===== config.mk =====
export PLATFORM = sky130hd
export DESIGN_NAME = rsi_top
export DESIGN_NICKNAME = d
export VERILOG_FILES = /design/src/hw/rsi_pkg.sv /design/src/hw/rsi_top.sv
export SDC_FILE = /design/constraint.sdc
export NUM_CORES = 1
export LEC_CHECK = 0
export BUFFER_PORTS_ARGS = -buffer_cell sky130_fd_sc_hd__buf_4
export CORE_MARGIN = 2
export CORE_UTILIZATION = 30
export CTS_BUF_LIST = sky130_fd_sc_hd__clkbuf_8
export DETAILED_ROUTE_END_ITERATION = 8
export PLACE_DENSITY = 0.6
export SETUP_SLACK_MARGIN = 0.3
export SLEW_MARGIN = 15
export SYNTH_ARGS = -nofsm -noshare
export SYNTH_HDL_FRONTEND = slang
export SYNTH_SLANG_ARGS = --single-unit

===== constraint.sdc =====
create_clock -name clk_i -period 2.4 [get_ports clk_i]
set_clock_uncertainty 0.15 [all_clocks]
set_input_delay 0.12 -clock clk_i [delete_from_list [all_inputs] [get_ports clk_i]]
set_output_delay 0.12 -clock clk_i [all_outputs]
set_load 0.02 [all_outputs]

===== src/hw/rsi_pkg.sv =====
// constants of the reset-state initialiser
// assumes a 32-bit classic wishbone slave port with byte addresses
package rsi_pkg;
	// ************************************************************
	// register indices (byte address = index * 4)
	// ************************************************************
	localparam int unsigned NREG = 17;
	localparam logic [4:0] IDX_SYSTEM_MODE_REG = 5'h00;
	localparam logic [4:0] IDX_WATCHDOG_CONTROL_REG = 5'h01;
	localparam logic [4:0] IDX_LOWVOLT_SELECT_REG = 5'h02;
	localparam logic [4:0] IDX_PDAT = 5'h03;
	localparam logic [4:0] IDX_PDIR = 5'h04;
	localparam logic [4:0] IDX_PPUL = 5'h05;
	localparam logic [4:0] IDX_PWAK = 5'h06;
	localparam logic [4:0] IDX_TMR = 5'h07;
	localparam logic [4:0] IDX_TKCNT = 5'h08;
	localparam logic [4:0] IDX_TKDAT = 5'h09;
	localparam logic [4:0] IDX_MP0 = 5'h0a;
	localparam logic [4:0] IDX_MP1 = 5'h0b;
	localparam logic [4:0] IDX_ACC = 5'h0c;
	localparam logic [4:0] IDX_TABLE_POINTER_LOW = 5'h0d;
	localparam logic [4:0] IDX_TABLE_DATA_HIGH = 5'h0e;
	localparam logic [4:0] IDX_TABLE_POINTER_HIGH = 5'h0f;
	localparam logic [4:0] IDX_PCL = 5'h10;
	localparam logic [4:0] IDX_STAT = 5'h11;
	localparam logic [4:0] IDX_ISR = 5'h12;
	localparam logic [4:0] IDX_IMR = 5'h13;
	localparam int unsigned ADR_LSB = 2;
	// ************************************************************
	// reset values and field layouts
	// ************************************************************
	localparam logic [7:0] RST_SYSTEM_MODE_REG = 8'h03;
	localparam logic [7:0] MSK_SYSTEM_MODE_REG = 8'hef;
	localparam logic [7:0] RST_WATCHDOG_CONTROL_REG = 8'h53;
	localparam logic [7:0] RST_LOWVOLT_SELECT_REG = 8'h55;
	localparam logic [7:0] RST_ONES = 8'hff;
	localparam logic [7:0] RST_ZERO = 8'h00;
	localparam logic [7:0] MSK_FULL = 8'hff;
	localparam int unsigned ST_TO = 0;
	localparam int unsigned ST_PD = 1;
	localparam int unsigned EV_LVR = 0;
	localparam int unsigned EV_WDN = 1;
	localparam int unsigned EV_WDH = 2;
	localparam int unsigned NEV = 3;
	// which reset groups touch a register
	typedef enum {RSI_CLS_CTL, RSI_CLS_UNK, RSI_CLS_PC} rsi_cls_t;
endpackage : rsi_pkg


===== src/hw/rsi_top.sv =====
// reset-state initialiser: reset flags and reset values of core registers
// assumes reset sources are single-cycle pulses synchronous to clk_i
// and that rst_i is the power-on reset of the whole device

// ************************************************************
// reset-state initialiser
// ************************************************************
// Behaviour
// - power-on reset clears both time-out and power-down flags
// - low-voltage reset leaves both flags unchanged
// - normal-mode watchdog reset sets time-out flag, keeps power-down flag
// - halted watchdog reset sets both flags
// - power-on reset disables interrupts, program counter restarts at zero
// - power-on reset clears watchdog counter, which restarts counting
// - power-on reset leaves the timer stopped
// - power-on reset makes all port pins inputs
// - power-on reset points stack pointer to top of stack
// - every reset loads program counter low byte with zero
// - full resets: port data/direction ones, pull/wake zero; halted watchdog keeps
// - watchdog control resets to 0x53 except on halted watchdog reset
// - low-voltage select resets to 0x55 except on halted watchdog reset
// - system mode resets to 000-0011 except on halted watchdog reset
// - pointers, accumulator, table regs undefined on power/low-volt, kept on watchdog
// - timer and touch-key registers clear except on halted watchdog reset
// - halted watchdog reset touches only program counter, stack pointer, both flags and its interrupt status bit
module rsi_top import rsi_pkg::*; #(
	parameter logic [7:0] UNK_FILL = 8'h00
) (
	input wire logic clk_i,
	input wire logic rst_i,
	input wire logic lvr_i,
	input wire logic wdt_timeout_i,
	input wire logic halted_i,
	input wire logic wb_cyc_i,
	input wire logic wb_stb_i,
	input wire logic wb_we_i,
	input wire logic [7:0] wb_adr_i,
	input wire logic [3:0] wb_sel_i,
	input wire logic [31:0] wb_dat_i,
	output logic [31:0] wb_dat_o,
	output logic wb_ack_o,
	output logic irq_o,
	output logic timeout_flag_o,
	output logic powerdown_flag_o,
	output logic [7:0] prog_counter_low_o,
	output logic pc_clear_o,
	output logic stack_top_o,
	output logic int_disable_o,
	output logic wdt_clear_o,
	output logic timer_stop_o,
	output logic [7:0] system_mode_reg_o,
	output logic [7:0] watchdog_control_reg_o,
	output logic [7:0] lowvolt_select_reg_o,
	output logic [7:0] port_data_reg_o,
	output logic [7:0] port_direction_reg_o,
	output logic [7:0] port_pullhigh_reg_o,
	output logic [7:0] port_wake_reg_o
);
	// ************************************************************
	// helpers
	// ************************************************************
	function automatic rsi_cls_t cls_of(input logic [4:0] idx);
		if (idx == IDX_PCL) begin
			return RSI_CLS_PC;
		end
		if (idx >= IDX_MP0 && idx <= IDX_TABLE_POINTER_HIGH) begin
			return RSI_CLS_UNK;
		end
		return RSI_CLS_CTL;
	endfunction : cls_of

	function automatic logic [7:0] rst_val(input logic [4:0] idx);
		unique case (idx)
			IDX_SYSTEM_MODE_REG: return RST_SYSTEM_MODE_REG;
			IDX_WATCHDOG_CONTROL_REG: return RST_WATCHDOG_CONTROL_REG;
			IDX_LOWVOLT_SELECT_REG: return RST_LOWVOLT_SELECT_REG;
			IDX_PDAT, IDX_PDIR: return RST_ONES;
			IDX_PPUL, IDX_PWAK: return RST_ZERO;
			IDX_MP0, IDX_MP1, IDX_ACC, IDX_TABLE_POINTER_LOW, IDX_TABLE_DATA_HIGH, IDX_TABLE_POINTER_HIGH: return UNK_FILL;
			default: return RST_ZERO;
		endcase
	endfunction : rst_val

	function automatic logic [7:0] msk_of(input logic [4:0] idx);
		return (idx == IDX_SYSTEM_MODE_REG) ? MSK_SYSTEM_MODE_REG : MSK_FULL;
	endfunction : msk_of

	// ************************************************************
	// reset classification
	// ************************************************************
	logic wdt_norm;
	logic wdt_halt;
	logic full_rst;
	logic any_rst;
	assign wdt_norm = wdt_timeout_i && !lvr_i && !halted_i;
	assign wdt_halt = wdt_timeout_i && !lvr_i && halted_i;
	assign full_rst = lvr_i || wdt_norm;
	assign any_rst = full_rst || wdt_halt;

	// ************************************************************
	// wishbone slave
	// ************************************************************
	logic [7:0] regs_q [NREG];
	logic [NEV-1:0] isr_q;
	logic [NEV-1:0] imr_q;
	logic to_q;
	logic pd_q;
	logic ack_q;
	logic [31:0] dat_q;
	logic [4:0] widx;
	logic wr_en;
	logic [7:0] wbyte;
	logic [7:0] rd_d;
	assign widx = wb_adr_i[ADR_LSB+4:ADR_LSB];
	assign wr_en = wb_cyc_i && wb_stb_i && wb_we_i && ack_q && wb_sel_i[0];
	assign wbyte = wb_dat_i[7:0];

	always_comb begin
		rd_d = RST_ZERO;
		if (widx < IDX_STAT) begin
			rd_d = regs_q[widx];
		end else if (widx == IDX_STAT) begin
			rd_d = {6'h00, pd_q, to_q};
		end else if (widx == IDX_ISR) begin
			rd_d = {5'h00, isr_q};
		end else if (widx == IDX_IMR) begin
			rd_d = {5'h00, imr_q};
		end
	end

	always_ff @(posedge clk_i) begin
		if (rst_i) begin
			ack_q <= 1'b0;
			dat_q <= 32'h0000_0000;
		end else begin
			ack_q <= wb_cyc_i && wb_stb_i && !ack_q;
			if (wb_cyc_i && wb_stb_i && !ack_q) begin
				dat_q <= {24'h00_0000, rd_d};
			end
		end
	end

	// ************************************************************
	// reset flags
	// ************************************************************
	always_ff @(posedge clk_i) begin
		if (rst_i) begin
			to_q <= 1'b0;
			pd_q <= 1'b0;
		end else if (lvr_i) begin
			to_q <= to_q;
			pd_q <= pd_q;
		end else if (wdt_norm) begin
			to_q <= 1'b1;
		end else if (wdt_halt) begin
			to_q <= 1'b1;
			pd_q <= 1'b1;
		end
	end

	// ************************************************************
	// register file with reset value sets
	// ************************************************************
	always_ff @(posedge clk_i) begin
		if (rst_i) begin
			for (int i = 0; i < NREG; i++) begin
				regs_q[i] <= rst_val(5'(i)) & msk_of(5'(i));
			end
		end else begin
			for (int i = 0; i < NREG; i++) begin
				if (cls_of(5'(i)) == RSI_CLS_PC && any_rst) begin
					regs_q[i] <= RST_ZERO;
				end else if (cls_of(5'(i)) == RSI_CLS_CTL && full_rst) begin
					regs_q[i] <= rst_val(5'(i)) & msk_of(5'(i));
				end else if (cls_of(5'(i)) == RSI_CLS_UNK && lvr_i) begin
					regs_q[i] <= UNK_FILL;
				end else if (!any_rst && wr_en && widx == 5'(i)) begin
					regs_q[i] <= wbyte & msk_of(5'(i));
				end
			end
		end
	end

	// ************************************************************
	// core reset strobes
	// ************************************************************
	always_ff @(posedge clk_i) begin
		if (rst_i) begin
			pc_clear_o <= 1'b1;
			stack_top_o <= 1'b1;
			int_disable_o <= 1'b1;
			wdt_clear_o <= 1'b1;
			timer_stop_o <= 1'b1;
		end else begin
			pc_clear_o <= any_rst;
			stack_top_o <= any_rst;
			int_disable_o <= full_rst;
			wdt_clear_o <= full_rst;
			timer_stop_o <= full_rst;
		end
	end

	// ************************************************************
	// interrupts
	// ************************************************************
	logic [NEV-1:0] ev;
	logic [NEV-1:0] clr;
	assign ev = {wdt_halt, wdt_norm, lvr_i};
	assign clr = (wr_en && widx == IDX_ISR) ? wbyte[NEV-1:0] : 3'h0;

	always_ff @(posedge clk_i) begin
		if (rst_i) begin
			isr_q <= 3'h0;
		end else begin
			isr_q <= (isr_q & ~clr) | ev;
		end
	end

	always_ff @(posedge clk_i) begin
		if (rst_i) begin
			imr_q <= 3'h0;
		end else if (wr_en && widx == IDX_IMR) begin
			imr_q <= wbyte[NEV-1:0];
		end
	end

	always_ff @(posedge clk_i) begin
		if (rst_i) begin
			irq_o <= 1'b0;
		end else begin
			irq_o <= |(isr_q & imr_q);
		end
	end

	// ************************************************************
	// outputs
	// ************************************************************
	assign wb_ack_o = ack_q;
	assign wb_dat_o = dat_q;
	assign timeout_flag_o = to_q;
	assign powerdown_flag_o = pd_q;
	assign prog_counter_low_o = regs_q[IDX_PCL];
	assign system_mode_reg_o = regs_q[IDX_SYSTEM_MODE_REG];
	assign watchdog_control_reg_o = regs_q[IDX_WATCHDOG_CONTROL_REG];
	assign lowvolt_select_reg_o = regs_q[IDX_LOWVOLT_SELECT_REG];
	assign port_data_reg_o = regs_q[IDX_PDAT];
	assign port_direction_reg_o = regs_q[IDX_PDIR];
	assign port_pullhigh_reg_o = regs_q[IDX_PPUL];
	assign port_wake_reg_o = regs_q[IDX_PWAK];
endmodule : rsi_top


Word-level counts from Yosys, hierarchy flattened
Memory sizes are Yosys's and may differ from the RTL's.
Index checks and enable logic that the tools add are counted.
Operators by class
  $mul: 0
  order comparisons: 1
  div/mod/pow operators: 0
  add/subtract/negate cells: 0
  shifts and indexed selects: 0
  equal/unequal tests: 23
  reductions and logical operators: 47
  bitwise operators: 54
  multiplexer cells: 216
Operators by type and width (number)
  8-bit two-way mux: 72
  32-bit two-way mux: 12
  1-bit two-way mux: 127
  32-bit by 2-bit == test with 1-bit output, second input constant: 2
  32-bit by 3-bit == test with 1-bit output, second input constant: 2
  32-bit logical NOT: 2
  1-bit OR: 48
  5-bit by 4-bit == test with 1-bit output, second input constant: 8
  1-bit logical AND: 34
  5-bit by 3-bit == test with 1-bit output, second input constant: 4
  5-bit == test, second input constant: 4
  5-bit by 2-bit == test with 1-bit output, second input constant: 2
  3-bit bitwise AND: 2
  2-bit two-way mux: 3
  3-bit two-way mux: 2
  5-bit by 1-bit == test with 1-bit output, second input constant: 1
  5-bit logical NOT: 1
  5-bit < comparator, second input constant: 1
  1-bit logical NOT: 4
  3-bit inverter: 1
  3-bit OR: 1
  3-bit AND reduction: 1
  3-bit OR reduction: 1
  1-bit logical OR: 2
  other kinds (3): 4
Storage, ports and cells
  memories: 1
  flip-flop bits (word level): 20
  bits in read-only memories: 0
  output and inout port bits: 105
  bits in writable memories: 136
  logic and storage cells: 351
  latch bits: 0
Memories
  regs_q: depth 17, width 8, read ports 9, clocked after memory_dff 0, wr ports 17, line rsi_top.sv:103  | logic [7:0] regs_q [NREG];

Longest topological paths before layout
  word-level depth: 29
  depth in mapped cells: 7

Least setup slack after synthesis
OpenSTA, ideal clock, no wires.
  path kind: reg2reg
  start: reg ack_q, in the netlist wb_ack_o
  end: mem regs_q[7][0], enable pin
  slack: -0.063 ns
  clock period less this slack: 2.463 ns
  data arrival time: 1.929 ns
  cell stages (with the launch flop): 6
  buffers on the path: 2
  data required time: 1.866 ns
  path through: dfxtp_1 > and4_1 > clkbuf_1 > nand4_1 > clkbuf_1 > o21ai_0
RTL lines
  start: declaration: line rsi_top.sv:108  | logic ack_q;
  start signal: assignment: line rsi_top.sv:136  | ack_q <= wb_cyc_i && wb_stb_i && !ack_q;
  end: declaration: line rsi_top.sv:103

Worst setup path in the final report
  start: in lvr_i
  end: reg isr_q[2]
On the way
  cells in the longest elaborated chain, start to end: 4
Ends and longest elaborated chain
  start: declaration: line rsi_top.sv:31  | input wire logic lvr_i,
  1-bit logical NOT: line rsi_top.sv:96  | assign wdt_halt = wdt_timeout_i && !lvr_i && halted_i;
  1-bit logical AND (2 in a row): line rsi_top.sv:96
  3-bit OR: line rsi_top.sv:215  | isr_q <= (isr_q & ~clr) | ev;
  end signal: assignment: line rsi_top.sv:215
  end: declaration: line rsi_top.sv:104  | logic [NEV-1:0] isr_q;
Every way passes these cells.
A chain may end at the register's enable or synchronous reset.

==> flow_summary.yaml <==
run_status:
  outcome: "complete, no violations"
power_and_ir_drop:
  netSwitchingFraction_pct: 25.7
  power.density_mw_per_mm2: 615
  combPwrFrac_pct: 11.1
  ir_drop_uv: 358
  p_clk_share_pct: 34.1
  switchingPower_uw: 1430
  internal-power_uw: 4140
  power_frac_seq_pct: 54.8
  p_leak_uw: 0.00344
setup_path:
  reg2reg_from: "wb_ack_o"
  cpPeakStageDelay_ns: 0.61
  cp-end-kind: "register"
  r2r_end: "isr_q[2]"
  reg2reg_depth: 6
  worstPathArrival_ns: 2.36
  r2r_setup_slack_ns: 0.38
  worstPathRequired_ns: 2.66
  worstSetupStartpointType: "input port"
  critical_path.endpoint: "isr_q[2]"
  crit_chain: "dlygate4sd3_1, buf_4, nor2b_1, dlygate4sd3_1, nand2_1, a21oi_1, dlygate4sd3_1"
  cp_slowest_cell: "dlygate4sd3_1"
  crit_top_cell: "dlygate4sd3_1"
  crit_start: "lvr_i"
  crit_type: "input port to register"
  worst-path-max-fanout: 12
sta:
  finalCritPeriodShare_pct: 87.6
  setup_viol: 0
  worstMarginPinSlew_ns: 0.669
  max_slew_margin_pct: 55.3
  min_period_ns: 2.10
  rsz0062_at_grt: "true"
  hold_violations: 0
  fmax_ghz: 0.476
  drv_slew: 0
  tns_ns: 0
logic_synthesis:
  ys_seq_elements: 155
  synth_top_family_by_area: "simple AND/OR/NAND/NOR gates"
  yosysSeqAreaShare_pct: 60.5
  synth-xor-area-share_pct: 0
  synthTopCellsByArea: "edfxtp_1, and2_1, dfxtp_1, mux4_2, mux2i_1"
  synth_top_area_share_pct: 55.1
  synth_warnings: 0
  synth-async-reset-ratio_pct: 0
  syn_area_mm2: 0.00736
  syn-instance-count: 572
  synth_compound_gate_area_share_pct: 5.63
  synth_fa_ha_area_share_pct: 0
  syn_area_per_cell_um2: 12.9
  synth_top_area_cell: "edfxtp_1"
  yosys.area_share.simple_pct: 16.7
  synth_common_cells: "edfxtp_1, and2_1, nor3_1"
  synthMuxAreaShare_pct: 10.8
  synth_edf_count: 135
  synth_ff_type: "edfxtp_1"
  synth_cell_types: 42
  synth_most_common_cell: "edfxtp_1"
clock_tree:
  cts_tree: "yes"
  cts_max_level: 4
  cts_inserted_buffers: 17
  cts_num_sinks: 155
  cts_root_buf: "clkbuf_8"
  clk_latency_ns: 0.46
  clk_pin_slew_ns: 0.09
  clock_path_buffers: 2
detailed_routing:
  dr_total_vias: 5208
  drt_iter0_drc: 456
  routed_via_density: 5.03
  ant_nets: 0
  drt_pre_antenna_iters: 5
  route.detailed.drc: 0
  wirelength_mm: 21.6
  wl_per_cell_um: 20.8
cells_and_area:
  fin_cells: 1036
  num_antenna_cells: 0
  regArea_mm2: 0.00445
  fin_nets: 751
  final_core_util_pct: 37.5
  num-fill-cells: 2384
  multi_input_area_mm2: 0.00258
  drive_gt1_share_pct: 28.7
  synthToLayoutAreaGrowth_pct: 23.1
placement:
  gp_congestion: 0.824
  hpwl_mm: 15.3
  dp_cells: 985
  io_buffers: 101
floorplan:
  ios: 157
  rows: 57
  dieWidth_um: 161
  core_mm2: 0.0242
  die_h_um: 161
  die_area_mm2: 0.0258
  start_util_pct: 30.4
grt:
  gr-usage-all-layers_pct: 16.9
  overflow: 0
  antenna_found_initial: 0
  grt_pass1_vias: 5126
  grt_pass1_wl_mm: 32.0
  grt_max_degree: 43
worst_hold_path:
  hold_path_depth: 5
  hold_path.class: "input port to register"
flow_run:
  cap_violations: 0
how the worst min path moves through the flow:
stage,from,endpoint
3_5_place_dp,halted_i,powerdown_flag_o
5_1_grt,wb_cyc_i,wb_ack_o
4_1_cts,wb_cyc_i,wb_ack_o
2_1_floorplan,wdt_timeout_i,stack_top_o
6_report,wb_stb_i,wb_dat_o[3]
3_3_place_gp,halted_i,powerdown_flag_o
power groups by stage:
stage               Clock [µW]  Combinational (µW)  Sequential, µW
global placement             0                 583            3120
CTS                       1920                 611            3060
detailed placement           0                 588            3120
global route              2040                 654            3060
floorplan                    0                 335            3150
finish                    1900                 617            3050
layout make-up:
cell class	instances	share of cell area, %
clock buffers	17	2.58
clock inverters	15	1.46
inverters	7	0.290
multi-input cells	364	28.5
flip-flops and latches	155	49.2
well taps	324	4.48
repair buffers	154	13.5
per-layer routing:
metal  up-vias  global-route usage [%]  wire [µm]
met5         -                       0          0
met4         0                    5.04        444
met3        26                    4.47       1620
met2       231                    25.5       9890
met1      2624                    23.9       9600
li1       2327                       -          -
placed cells by master (no fill, tap or decap), types with 5 or more instances in the layout:
master	count
buf_4	135
edfxtp_1	135
and2_1	76
nor3_1	37
mux2i_1	32
nor2_1	26
conb_1	25
or3_1	23
dfxtp_1	20
nand2_1	19
mux4_2	17
clkbuf_8	17
dlygate4sd3_1	17
a21oi_1	14
a22oi_1	14
inv_1	8
mux2_2	8
nand3_1	7
o21bai_1	7
o21ai_1	6
a31oi_1	6
or3_4	5
nor2b_1	5
flip-flops by register name, indices dropped and copies added, names as in the netlist:
| name | cells |
|---|---|
| wb_ack_o | 1 |
| timeout_flag_o | 1 |
| regs_q | 135 |
| wb_dat_o | 8 |
| imr_q | 3 |
| isr_q | 3 |
| powerdown_flag_o | 1 |
| stack_top_o | 1 |
| irq_o | 1 |
| timer_stop_o | 1 |
cells by family after synthesis:
logic type	count (synthesis)
other	1
muxes	57
DFF	155
and+or+nand+nor	218
buffers and inverters	77
AOI/OAI and AO/OA	64
critical path: cells and delay by family:
kind                   cells  cell delay, ns
AO/OA/AOI/OAI              1            0.12
buffers and inverters      4            1.89
AND/OR/NAND/NOR            2            0.22
stage by stage:
step	area, µm²	setup slack, ns	power (µW)	hold slack [ns]
2_1_floorplan	7470	0.193	3480	0.0808
3_3_place_gp	8480	0.306	3700	0.227
3_5_place_dp	8480	0.286	3710	0.230
4_1_cts	9030	0.326	5580	0.00638
5_1_grt	9050	0.201	5760	0.0317
6_report	9050	0.298	5570	0.0420
repair_timing:
item | in CTS | in global routing
hold endpoints to repair | 85 | 0
buffers inserted | 2 | 0
hold buffers | 17 | 0
gates resized for setup | 0 | 6
pin swaps | 1 | 0
endpoints found under the setup margin | 11 | 66
Power figures use the tool's default switching activity.
